File: config.mk
export PLATFORM = sky130hd
export DESIGN_NAME = reset_source_controller
export DESIGN_NICKNAME = d
export VERILOG_FILES = /design/src/core/rst_ctrl_pkg.sv /design/src/core/pin_status_if.sv /design/src/core/reset_pin_filter.sv /design/src/core/reset_source_controller.sv
export SDC_FILE = /design/constraint.sdc
export NUM_CORES = 1
export LEC_CHECK = 0
export BUFFER_PORTS_ARGS = -buffer_cell sky130_fd_sc_hd__buf_2
export CAP_MARGIN = 15
export CELL_PAD_IN_SITES_DETAIL_PLACEMENT = 0
export CELL_PAD_IN_SITES_GLOBAL_PLACEMENT = 2
export CORE_UTILIZATION = 30
export DETAILED_ROUTE_END_ITERATION = 7
export GPL_ROUTABILITY_DRIVEN = 0
export GPL_TIMING_DRIVEN = 0
export PLACE_DENSITY = 0.81
export SETUP_SLACK_MARGIN = 0.4
export SLEW_MARGIN = 20
export SYNTH_ARGS = -nofsm -noshare
export SYNTH_HDL_FRONTEND = slang
export SYNTH_HIERARCHICAL = 1
export SYNTH_SLANG_ARGS = --single-unit
File: constraint.sdc
create_clock -name clock_i -period 2.1 [get_ports clock_i]
set_input_delay 0.525 -clock clock_i [delete_from_list [all_inputs] [get_ports clock_i]]
set_output_delay 0.525 -clock clock_i [all_outputs]
set_load 0.005 [all_outputs]
File: src/core/rst_ctrl_pkg.sv
// constants, register map and state codes of the reset source controller
package rst_ctrl_pkg;

    // register offsets
    localparam logic [7:0] ADDR_POWER_CONTROL = 8'h87;
    localparam logic [7:0] ADDR_AUX_ONE       = 8'ha2;
    localparam logic [7:0] ADDR_BOD_ZERO      = 8'ha3;
    localparam logic [7:0] ADDR_IRQ_STATUS    = 8'hb0;
    localparam logic [7:0] ADDR_IRQ_MASK      = 8'hb1;

    // field positions
    localparam int COLD_BIT      = 4;
    localparam int PD_BIT        = 1;
    localparam int PINF_BIT      = 6;
    localparam int BOD_EN_BIT    = 7;
    localparam int LVL_HI_BIT    = 6;
    localparam int LVL_LO_BIT    = 4;
    localparam int BOF_BIT       = 3;
    localparam int RST_EN_BIT    = 2;
    localparam int BOD_FLAG_BIT  = 1;
    localparam int BOS_BIT       = 0;
    localparam int IRQ_COLD_BIT  = 0;
    localparam int IRQ_BOD_BIT   = 1;
    localparam int IRQ_PIN_BIT   = 2;
    localparam int IRQ_LEVEL_BIT = 3;
    localparam int IRQ_W         = 4;

    // reset values and write masks
    localparam logic [7:0]        REG_RESET     = 8'h00;
    localparam logic [IRQ_W-1:0]  IRQ_RESET     = 4'h0;
    localparam logic [7:0]        PWR_WMASK     = 8'hdf;
    localparam logic [7:0]        COLD_MASK     = 8'h10;
    localparam logic [7:0]        AUX_WMASK     = 8'had;
    localparam logic [7:0]        PINF_MASK     = 8'h40;
    localparam logic [7:0]        BOD_WMASK     = 8'hfe;
    localparam logic [15:0]       RESTART_VECTOR = 16'h0000;

    // least low time of the reset pin, in system clock cycles
    localparam logic [4:0]        PIN_LOW_MIN_CYCLES = 5'h18;

    // width of the synchronised asynchronous input vector
    localparam int ASYNC_W = 11;

    typedef enum logic [5:0] {
        ST_POR  = 6'h01,
        ST_OSC  = 6'h02,
        ST_RUN  = 6'h04,
        ST_BOD  = 6'h08,
        ST_PIN  = 6'h10,
        ST_WAKE = 6'h20
    } seq_state_e;

endpackage

File: src/core/pin_status_if.sv
// synchronised reset pin status passed from the pin filter to the controller
`timescale 1ns/1ns
`default_nettype none
interface pin_status_if;
    logic pin_low;
    logic pin_valid;
    modport filter (output pin_low, output pin_valid);
    modport ctrl   (input  pin_low, input  pin_valid);
endinterface
`default_nettype wire

File: src/core/reset_pin_filter.sv
// two-flop synchroniser and low-time qualifier for the external reset pin
`timescale 1ns/1ns
`default_nettype none
module reset_pin_filter
    import rst_ctrl_pkg::*;
(
    // clock and reset
    input  wire logic         clock_i,
    input  wire logic         rst_i,
    // pin
    input  wire logic         reset_pin_n_i,
    // status to controller
    pin_status_if.filter      pin_st
);

    logic       pin_meta_r;
    logic       pin_sync_r;
    logic [4:0] low_count_r;

    always_ff @(posedge clock_i) begin
        if (rst_i) begin
            pin_meta_r <= 1'b1;
            pin_sync_r <= 1'b1;
        end else begin
            pin_meta_r <= reset_pin_n_i;
            pin_sync_r <= pin_meta_r;
        end
    end

    // counts sampled low cycles, saturates at the qualifying length
    always_ff @(posedge clock_i) begin
        if (rst_i || pin_sync_r) begin
            low_count_r <= 5'h00;
        end else if (low_count_r != PIN_LOW_MIN_CYCLES) begin
            low_count_r <= low_count_r + 5'h01;
        end
    end

    assign pin_st.pin_low   = ~pin_sync_r;
    assign pin_st.pin_valid = (low_count_r == PIN_LOW_MIN_CYCLES);
endmodule
`default_nettype wire

File: src/core/reset_source_controller.sv
// reset sequencer with reset-cause flags and register port
//
// Function
// - three reset sources exist and any reset restores ordinary register bits while cause flags follow their source.
// - below the power-on threshold the core stays in reset, then the oscillator starts and fetch begins at 0000H.
// - completing a power-on reset sets the cold reset indicator, bit 4 of power control.
// - the cold reset indicator keeps its value across every reset other than power-on.
// - a supply at the brown-out level resets the device only while the brown-out reset enable, bit 2, is one.
// - a brown-out reset sets bit 1 of brown-out control zero, only power-on or brown-out reset alter it, software may write it.
// - the reset pin is sampled on the system clock and the internal reset follows the clock.
// - reset lasts while the pin is low and afterwards fetch restarts at 0000H.
// - a pin low in power-down restarts the clock and reset follows once the clock is stable.
// - a pin reset sets bit 6 of auxiliary one, only power-on or pin reset change it, software may clear it.
// - every reset reloads detect enable, level select and reset enable from config bits 7, 6 to 4 and 2.
//
// Strobed register access was left to the implementer.
`timescale 1ns/1ns
`default_nettype none
module reset_source_controller
    import rst_ctrl_pkg::*;
(
    // clock and power-on reset
    input  wire logic         clock_i,
    input  wire logic         rst_i,
    // supply monitor, pin and configuration
    input  wire logic         supply_above_por_i,
    input  wire logic         supply_below_bod_i,
    input  wire logic         reset_pin_n_i,
    input  wire logic [7:0]   nonvolatile_config_byte_i,
    // oscillator
    input  wire logic         clock_stable_i,
    output logic              oscillator_start_o,
    output logic              clock_restart_o,
    // core
    output logic              core_reset_o,
    output logic              powerdown_o,
    output logic              fetch_start_o,
    output logic [15:0]       restart_vector_o,
    // register port
    input  wire logic [7:0]   reg_addr_i,
    input  wire logic [7:0]   reg_wdata_i,
    input  wire logic         reg_write_i,
    input  wire logic         reg_read_i,
    output logic [7:0]        reg_rdata_o,
    // interrupt
    output logic              irq_o
);

    pin_status_if ps ();

    reset_pin_filter u_pin (
        .clock_i       (clock_i),
        .rst_i         (rst_i),
        .reset_pin_n_i (reset_pin_n_i),
        .pin_st        (ps.filter)
    );

    seq_state_e             state_r;
    seq_state_e             state_nxt;
    logic [ASYNC_W-1:0]     async_meta_r;
    logic [ASYNC_W-1:0]     async_sync_r;
    logic [7:0]             pwr_ctrl_r;
    logic [7:0]             aux_r;
    logic [7:0]             bod_r;
    logic [IRQ_W-1:0]       status_r;
    logic [IRQ_W-1:0]       mask_r;
    logic [IRQ_W-1:0]       events;
    logic                   below_d_r;
    logic                   fetch_r;
    logic [7:0]             rdata_r;
    logic                   supply_ok_s;
    logic                   below_s;
    logic                   clock_stable_s;
    logic [7:0]             cfg_s;
    logic                   in_reset;
    logic                   bod_trip;
    logic                   bos;
    logic                   por_done;
    logic                   bod_done;
    logic                   pin_done;
    logic                   wr_ok;
    logic                   bod_flag_keep;

    // asynchronous inputs pass two flops
    always_ff @(posedge clock_i) begin
        if (rst_i) begin
            async_meta_r <= '0;
            async_sync_r <= '0;
        end else begin
            async_meta_r <= {nonvolatile_config_byte_i, clock_stable_i, supply_below_bod_i, supply_above_por_i};
            async_sync_r <= async_meta_r;
        end
    end

    assign supply_ok_s    = async_sync_r[0];
    assign below_s        = async_sync_r[1];
    assign clock_stable_s = async_sync_r[2];
    assign cfg_s          = async_sync_r[10:3];

    assign in_reset = (state_r != ST_RUN);
    assign bos      = bod_r[BOD_EN_BIT] & below_s;
    assign bod_trip = bos & bod_r[RST_EN_BIT];
    assign wr_ok    = reg_write_i & ~in_reset;

    // reset sequence
    always_comb begin
        state_nxt = state_r;
        if (!supply_ok_s) begin
            state_nxt = ST_POR;
        end else begin
            case (state_r)
                ST_POR: begin
                    state_nxt = ST_OSC;
                end
                ST_OSC: begin
                    if (clock_stable_s) begin
                        state_nxt = ST_RUN;
                    end
                end
                ST_RUN: begin
                    if (bod_trip) begin
                        state_nxt = ST_BOD;
                    end else if (pwr_ctrl_r[PD_BIT] && ps.pin_low) begin
                        state_nxt = ST_WAKE;
                    end else if (ps.pin_valid) begin
                        state_nxt = ST_PIN;
                    end
                end
                ST_BOD: begin
                    if (!below_s) begin
                        state_nxt = ST_RUN;
                    end
                end
                ST_PIN: begin
                    if (!ps.pin_low) begin
                        state_nxt = ST_RUN;
                    end
                end
                ST_WAKE: begin
                    if (clock_stable_s) begin
                        state_nxt = ST_PIN;
                    end
                end
                default: begin
                    state_nxt = ST_POR;
                end
            endcase
        end
    end

    always_ff @(posedge clock_i) begin
        if (rst_i) begin
            state_r <= ST_POR;
        end else begin
            state_r <= state_nxt;
        end
    end

    assign por_done = (state_r == ST_OSC) && (state_nxt == ST_RUN);
    assign bod_done = (state_r == ST_BOD) && (state_nxt == ST_RUN);
    assign pin_done = (state_r == ST_PIN) && (state_nxt == ST_RUN);

    // fetch restart pulse at the restart vector
    always_ff @(posedge clock_i) begin
        if (rst_i) begin
            fetch_r <= 1'b0;
        end else begin
            fetch_r <= por_done | bod_done | pin_done;
        end
    end

    // power control: cold indicator survives warm resets
    always_ff @(posedge clock_i) begin
        if (rst_i || state_r == ST_POR) begin
            pwr_ctrl_r <= REG_RESET;
        end else if (por_done) begin
            pwr_ctrl_r <= COLD_MASK;
        end else if (in_reset) begin
            pwr_ctrl_r <= pwr_ctrl_r & COLD_MASK;
        end else if (wr_ok && reg_addr_i == ADDR_POWER_CONTROL) begin
            pwr_ctrl_r <= reg_wdata_i & PWR_WMASK;
        end
    end

    // auxiliary one: pin reset indicator, software may only clear it
    always_ff @(posedge clock_i) begin
        if (rst_i || state_r == ST_POR) begin
            aux_r <= REG_RESET;
        end else if (pin_done) begin
            aux_r <= PINF_MASK;
        end else if (in_reset) begin
            aux_r <= aux_r & PINF_MASK;
        end else if (wr_ok && reg_addr_i == ADDR_AUX_ONE) begin
            aux_r <= (reg_wdata_i & AUX_WMASK) | (aux_r & reg_wdata_i & PINF_MASK);
        end
    end

    // brown-out control zero: configuration reload during every reset
    always_comb begin
        bod_flag_keep = bod_r[BOD_FLAG_BIT];
        if (state_r == ST_POR) begin
            bod_flag_keep = 1'b0;
        end else if (bod_done) begin
            bod_flag_keep = 1'b1;
        end
    end

    always_ff @(posedge clock_i) begin
        if (rst_i) begin
            bod_r <= REG_RESET;
        end else if (in_reset) begin
            bod_r[BOD_EN_BIT]             <= cfg_s[BOD_EN_BIT];
            bod_r[LVL_HI_BIT:LVL_LO_BIT]  <= cfg_s[LVL_HI_BIT:LVL_LO_BIT];
            bod_r[BOF_BIT]                <= cfg_s[BOD_EN_BIT] & ~cfg_s[RST_EN_BIT] & below_s;
            bod_r[RST_EN_BIT]             <= cfg_s[RST_EN_BIT];
            bod_r[BOD_FLAG_BIT]           <= bod_flag_keep;
            bod_r[BOS_BIT]                <= 1'b0;
        end else if (wr_ok && reg_addr_i == ADDR_BOD_ZERO) begin
            bod_r <= (reg_wdata_i & BOD_WMASK) | ({7'h00, bos} << BOF_BIT);
        end else begin
            bod_r[BOF_BIT] <= bod_r[BOF_BIT] | bos;
        end
    end

    // interrupt status, write one to clear, set wins
    always_ff @(posedge clock_i) begin
        if (rst_i) begin
            below_d_r <= 1'b0;
        end else begin
            below_d_r <= below_s;
        end
    end

    always_comb begin
        events                = IRQ_RESET;
        events[IRQ_COLD_BIT]  = por_done;
        events[IRQ_BOD_BIT]   = bod_done;
        events[IRQ_PIN_BIT]   = pin_done;
        events[IRQ_LEVEL_BIT] = bod_r[BOD_EN_BIT] & below_s & ~below_d_r;
    end

    always_ff @(posedge clock_i) begin
        if (rst_i) begin
            status_r <= IRQ_RESET;
        end else if (wr_ok && reg_addr_i == ADDR_IRQ_STATUS) begin
            status_r <= (status_r & ~reg_wdata_i[IRQ_W-1:0]) | events;
        end else begin
            status_r <= status_r | events;
        end
    end

    always_ff @(posedge clock_i) begin
        if (rst_i) begin
            mask_r <= IRQ_RESET;
        end else if (wr_ok && reg_addr_i == ADDR_IRQ_MASK) begin
            mask_r <= reg_wdata_i[IRQ_W-1:0];
        end
    end

    // read data one cycle after the strobe
    always_ff @(posedge clock_i) begin
        if (rst_i || !reg_read_i) begin
            rdata_r <= REG_RESET;
        end else begin
            case (reg_addr_i)
                ADDR_POWER_CONTROL: rdata_r <= pwr_ctrl_r;
                ADDR_AUX_ONE:       rdata_r <= aux_r;
                ADDR_BOD_ZERO:      rdata_r <= bod_r | {7'h00, bos};
                ADDR_IRQ_STATUS:    rdata_r <= {4'h0, status_r};
                ADDR_IRQ_MASK:      rdata_r <= {4'h0, mask_r};
                default:            rdata_r <= REG_RESET;
            endcase
        end
    end

    assign reg_rdata_o        = rdata_r;
    assign irq_o              = |(status_r & mask_r);
    assign core_reset_o       = in_reset;
    assign fetch_start_o      = fetch_r;
    assign restart_vector_o   = RESTART_VECTOR;
    assign powerdown_o        = pwr_ctrl_r[PD_BIT];
    assign oscillator_start_o = (state_r != ST_POR) && !(state_r == ST_RUN && pwr_ctrl_r[PD_BIT]);
    // raw pin path, acts while the system clock is stopped
    assign clock_restart_o    = pwr_ctrl_r[PD_BIT] & ~reset_pin_n_i;
endmodule
`default_nettype wire

==> flow_metrics.py, run 1 <==
metrics = {
    "status": {
        "status": "finished with violations",
        "violations": "negative setup slack",
    },
    "yosys": {
        "synth_area_mm2": 0.00299,
        "synth.cells.most_frequent": "dfxtp_1, nor2_1, mux2i_1, nand2_1, nor2b_1",
        "yosysUniqueCellTypes": 52,
        "yosysMostFrequentCell": "dfxtp_1",
        "synth_flop_cell": "dfxtp_1",
        "synth_top_area_share_pct": 44.8,
        "syn_inst": 324,
        "ys_seq_area_share_pct": 44.8,
        "synthTopCellsByArea": "dfxtp_1, mux2i_1, nor2_1, buf_4, nor2b_1",
        "synthArstFlopShare_pct": 0,
        "synth_edf_count": 0,
        "synth_seq_cells": 67,
        "avgSynthCellArea_um2": 9.24,
        "synth_top_area_cell": "dfxtp_1",
        "yosys_warnings": 6,
    },
    "global_route": {
        "grt_pass1_vias": 2386,
        "antenna_found_initial": 0,
        "grt_util_all_layers_pct": 15.4,
        "grt_overflow": 0,
        "grt_max_degree": 13,
        "grt_pass1_wl_um": 12000,
    },
    "sta": {
        "fmax_mhz": 446,
        "timing.final.crit_period_ns": 2.24,
        "setup_ws_ns": -0.143,
        "hold_viol": 0,
        "grt_setup_unrepaired": "yes",
        "clock_skew_ns": 0.00839,
        "finalCritPeriodShare_pct": 107,
        "finalSetupTns_ns": -0.331,
        "setup_viol": 7,
        "maxSlewViolCount": 0,
        "tightest_slew_ns": 0.735,
        "slew-limit-headroom_pct": 50.9,
    },
    "detailed_routing": {
        "drtIter0Drc": 84,
        "num_vias": 2512,
        "vias_per_cell": 4.63,
        "ant_nets": 0,
        "drc": 0,
        "wl_per_cell_um": 14.0,
        "wl_um": 7600,
        "firstDrtPassIters": 4,
    },
    "critical_path": {
        "critPathCaptureType": "output pin",
        "cp.required_ns": 1.57,
        "reg2reg_to": "status_r[2]",
        "crit_fanout": 6,
        "worstSetupPathType": "reg2out",
        "crit_arrival_ns": 1.72,
        "rr_worst_depth": 7,
        "r2r_slack_ns": -0.07,
        "rr_startpoint": "state_r[5]",
        "start_kind": "flop",
    },
    "cts": {
        "clk_latency_ns": 0.35,
        "ctsHoldBuffers": 0,
        "cts_made_buffers": 9,
        "cts_tree": "built",
        "clock-sinks": 67,
        "clock_path_buffers": 2,
        "cts_max_level": 3,
        "path_clk_slew_ns": 0.07,
        "cts-root-buf": "clkbuf_8",
    },
    "run": {
        "cap_violations": 0,
    },
    "floorplanning": {
        "num_rows": 36,
        "dieWidth_um": 102,
        "dieArea_mm2": 0.0104,
        "ioPinCount": 62,
        "start_util_pct": 30.8,
        "coreArea_mm2": 0.00973,
        "dieHeight_um": 102,
    },
    "final_layout": {
        "diodes": 0,
        "finish.utilization_pct": 41.4,
        "layout-area-overhead-vs-synth_pct": 34.6,
        "final.fill_count": 1005,
        "layout.nets": 438,
        "ff_latch_area_mm2": 0.00135,
        "multi_input_area_mm2": 0.00168,
        "drive_above_1_share_pct": 36.9,
    },
    "power": {
        "total_power_mw": 2.55,
        "p_per_area_mw_per_mm2": 632,
        "swShare_pct": 23.7,
        "intPower_mw": 1.94,
        "switching_power_uw": 604,
        "seq_power_share_pct": 51.0,
        "ir_drop_mv": 0.251,
        "clockPowerShare_pct": 42.8,
        "comb_power_share_pct": 6.2,
        "p_leak_nw": 1.59,
    },
    "placed_design": {
        "port_buffers": 41,
        "dpl.hpwl_um": 5220,
    },
    "min_path": {
        "hold_depth": 2,
        "hold_class": "in2reg",
        "hold_start": "reset_pin_n_i",
        "hold_end": "u_pin/pin_meta_r",
    },
}
==> timing repair <==
item / CTS / global route
buffers inserted: 8 / 4
cloned: 0 / 1
setup endpoints to repair: 36 / 37
resized for setup: 26 / 43
pin swaps: 8 / 14
==> layout by cell type, fill, tap and decap left out, types with 5 or more instances in the layout <==
master | synthesis | final
nor2_4 | 0 | 8
a221oi_1 | 5 | 5
nor3_1 | 5 | 5
inv_1 | 11 | 11
nor2_1 | 40 | 27
nand2_1 | 22 | 20
mux2i_1 | 22 | 21
buf_6 | 2 | 8
nor3b_1 | 7 | 5
clkbuf_8 | 0 | 11
buf_2 | 3 | 41
conb_1 | 1 | 16
dfxtp_1 | 67 | 63
a311oi_1 | 6 | 5
nand3_1 | 12 | 11
a21oi_1 | 14 | 12
nor2_2 | 0 | 5
o21ai_0 | 7 | 6
nor2b_1 | 19 | 17
buf_4 | 18 | 26
==> state kept, by name (all words and copies together), names as in the netlist <==
name               cells
aux_r                  6
fetch_start_o          1
state_r                6
u_pin/pin_sync_r       1
async_sync_r           8
u_pin/low_count_r      5
mask_r                 4
pwr_ctrl_r             7
bod_r                  7
async_meta_r           8
below_d_r              1
u_pin/pin_meta_r       1
status_r               4
reg_rdata_o            8
==> power groups by stage <==
stage	logic [mW]	clock network [mW]	registers (mW)
floorplan	0.0897	0	1.33
global placement	0.145	0	1.33
global route	0.176	1.18	1.30
CTS	0.153	1.12	1.30
detailed placement	0.146	0	1.33
finish	0.158	1.09	1.30
==> kinds of logic (layout without fill, tap and decap cells) <==
family / count (synthesis) / count (layout) / share of synthesized area, %
and+or+nand+nor: 132 / 132 / 23.7
DFF: 67 / 67 / 44.8
AOI/OAI and AO/OA: 51 / 51 / 12.6
buffers and inverters: 43 / 113 / 8.27
muxes: 26 / 26 / 9.11
adders and majority gates: 2 / 2 / 0.836
xor gates and xnor gates: 2 / 2 / 0.585
other: 1 / 16 / 0.125
==> routing by layer <==
metal | track usage (%) | up-vias | routed length [µm]
met5 | 0 | - | 0
met4 | 5.16 | 0 | 82
met3 | 4.58 | 9 | 429
met2 | 25.5 | 69 | 3670
met1 | 19.1 | 1172 | 3430
li1 | - | 1262 | -
==> per-stage QoR <==
stage / hold WS [ns] / area (µm²) / instances / setup WS, ns
after floorplan: 0.389 / 3120 / 339 / 0.241
after global placement: 0.397 / 3490 / 513 / -0.206
after detailed placement: 0.397 / 3490 / 513 / -0.176
after CTS: 0.358 / 3860 / 537 / -0.179
after global routing: 0.366 / 4030 / 542 / -0.213
final: 0.371 / 4030 / 542 / -0.143
==> area by class of cell <==
cell class | count | area share (%)
multi-input combinational | 229 | 41.7
sequential | 67 | 33.6
timing repair buffer | 54 | 8.04
buffer | 31 | 6.24
tap | 133 | 4.13
clock buffer | 10 | 3.42
clock inverter | 6 | 1.61
inverter | 12 | 1.30
==> worst max path at each step <==
stage	startpoint	to	slack (ns)	cells past startpoint
6_report	state_r[5]	oscillator_start_o	-0.14	4
5_1_grt	state_r[5]	oscillator_start_o	-0.21	4
4_1_cts	state_r[5]	oscillator_start_o	-0.18	4
3_5_place_dp	state_r[1]	oscillator_start_o	-0.18	6
3_3_place_gp	state_r[1]	oscillator_start_o	-0.21	6
2_1_floorplan	state_r[5]	fetch_start_o	0.24	5
==> worst max-delay path: stages, from the launching register on <==
cell and delay (ns):
dfxtp_4 0.37, or4_4 0.56, nor3b_4 0.25, a21oi_2 0.06
buf_2 0.14
Power figures use the tool's default switching activity.
==> run 2: changes to the inputs <==
- BUFFER_PORTS_ARGS: -buffer_cell sky130_fd_sc_hd__buf_2 -> unset
- CORE_UTILIZATION: 30 -> 35
- DONT_BUFFER_PORTS: unset -> 1
- MAX_ROUTING_LAYER: unset -> met4
- PLACE_DENSITY: 0.81 -> 0.78
- clock period: 2.1 -> 2.2 ns (I/O delays scaled with it)
==> flow_metrics.py, run 2 (same netlist as run 1, synthesis figures left out) <==
metrics = {
    "status": {
        "status": "completed",
    },
    "sta": {
        "fmax_mhz": 470,
        "slew-limit-headroom_pct": 50.8,
        "timing.final.crit_period_ns": 2.13,
        "hold_viol": 0,
        "setup_viol": 0,
        "finalCritPeriodShare_pct": 96.6,
        "finalSetupTns_ns": 0,
        "grt_setup_unrepaired": "yes",
        "tightest_slew_ns": 0.738,
        "maxSlewViolCount": 0,
        "whs_ns": 0.308,
        "clock_skew_ns": 0.0118,
        "setup_ws_ns": 0.0745,
    },
    "global_route": {
        "grt_max_degree": 13,
        "grt_pass1_wl_um": 11500,
        "grt_util_all_layers_pct": 17.9,
        "antenna_found_initial": 0,
        "grt_pass1_vias": 2156,
        "grt_overflow": 0,
    },
    "critical_path": {
        "critPathCaptureType": "output pin",
        "crit_arrival_ns": 1.58,
        "start_kind": "flop",
        "cp.required_ns": 1.65,
        "rr_worst_depth": 6,
        "worstSetupPathType": "reg2out",
        "crit_fanout": 3,
        "r2r_slack_ns": 0.17,
        "reg2reg_to": "status_r[2]",
        "rr_startpoint": "state_r[5]",
    },
    "floorplanning": {
        "start_util_pct": 36.3,
        "dieHeight_um": 94.5,
        "dieArea_mm2": 0.00893,
        "num_rows": 33,
        "ioPinCount": 62,
        "dieWidth_um": 94.5,
        "coreArea_mm2": 0.00826,
    },
    "min_path": {
        "hold_class": "in2reg",
        "hold_start": "reset_pin_n_i",
        "hold_depth": 1,
        "hold_end": "u_pin/pin_meta_r",
    },
    "power": {
        "p_per_area_mw_per_mm2": 624,
        "ir_drop_mv": 0.285,
        "p_leak_nw": 1.40,
    },
    "placed_design": {
        "dpl.hpwl_um": 5040,
        "place_ws_ns": 0.00781,
        "port_buffers": 0,
    },
    "final_layout": {
        "multi_input_area_mm2": 0.00167,
        "layout-area-overhead-vs-synth_pct": 26.4,
        "layout_commonest_cell": "dfxtp_1",
        "ff_latch_area_mm2": 0.00135,
        "drive_above_1_share_pct": 28.9,
        "layout.nets": 399,
        "diodes": 0,
        "final.fill_count": 837,
        "final_cell_mix": "dfxtp_1, nor2_1, buf_4",
        "finish.utilization_pct": 45.8,
    },
    "detailed_routing": {
        "wl_met2_um": 3250,
        "wl_met1_um": 3550,
        "wl_um": 7330,
        "ant_nets": 0,
        "drtIter0Drc": 61,
        "firstDrtPassIters": 4,
        "vias_per_cell": 5.00,
        "num_vias": 2373,
        "wl_met3_um": 410,
        "top_layer": "met4",
        "drc": 0,
        "wl_per_cell_um": 15.4,
    },
    "cts": {
        "cts-root-buf": "clkbuf_8",
        "clk_latency_ns": 0.34,
        "cts_max_level": 3,
        "cts_made_buffers": 9,
        "clock_path_buffers": 2,
        "clock-sinks": 67,
        "path_clk_slew_ns": 0.08,
        "cts_tree": "built",
    },
    "run": {
        "cap_violations": 0,
    },
}
run 2: cell types whose count changed in the layout (fill, tap and decap cells not counted), sizes merged:
cell	delta
buf	-39
clkinvlp	-1
clkinv	+1
run 2: critical path, stage by stage, from the launching register on:
cell and delay (ns):
dfxtp_4 0.36, or4_4 0.57, nor3b_4 0.25, a21oi_2 0.07
run 2: layout make-up:
type	count	area share, %
clock buffers	10	3.37
multi-input cells	229	44.1
repair buffers	15	3.37
clock inverters	6	1.75
flip-flops and latches	67	35.7
plain buffers	31	6.81
well taps	105	3.47
inverters	12	1.39
run 2: worst max-delay path by stage:
stage,to,cells after the start,slack [ns],start
after floorplan,fetch_start_o,5,0.34,state_r[5]
after global placement,oscillator_start_o,5,0.001,state_r[1]
after detailed placement,oscillator_start_o,5,0.008,state_r[1]
after CTS,oscillator_start_o,3,0.04,state_r[5]
after global routing,oscillator_start_o,5,0.03,state_r[5]
final,oscillator_start_o,3,0.07,state_r[5]
run 2: where the power goes:
group / internal [mW] / leakage (nW) / switching, mW
clock: 0.526 / 0.100 / 0.483
combinational: 0.0571 / 0.749 / 0.0544
sequential: 1.23 / 0.546 / 0.0129
run 2: layer usage:
metal  track usage (%)  vias up
met5                 -        -
met4              7.95        0
met3              4.59        8
met2              26.0       74
met1              23.2     1108
li1                  -     1183
run 2: stage by stage:
step | power (mW) | instances | instance area (µm²)
floorplan | 1.35 | 339 | 3100
global placement | 1.37 | 444 | 3230
detailed placement | 1.37 | 444 | 3230
CTS | 2.39 | 469 | 3580
global route | 2.47 | 475 | 3780
finish | 2.36 | 475 | 3780
run 2: what timing repair did:
item                       4_1_cts  5_1_grt
resized for setup               23       39
pin swaps                        7       11
setup endpoints to repair       35       32
gates cloned                     0        1
setup buffers                    9        5
hold buffers                     0        0
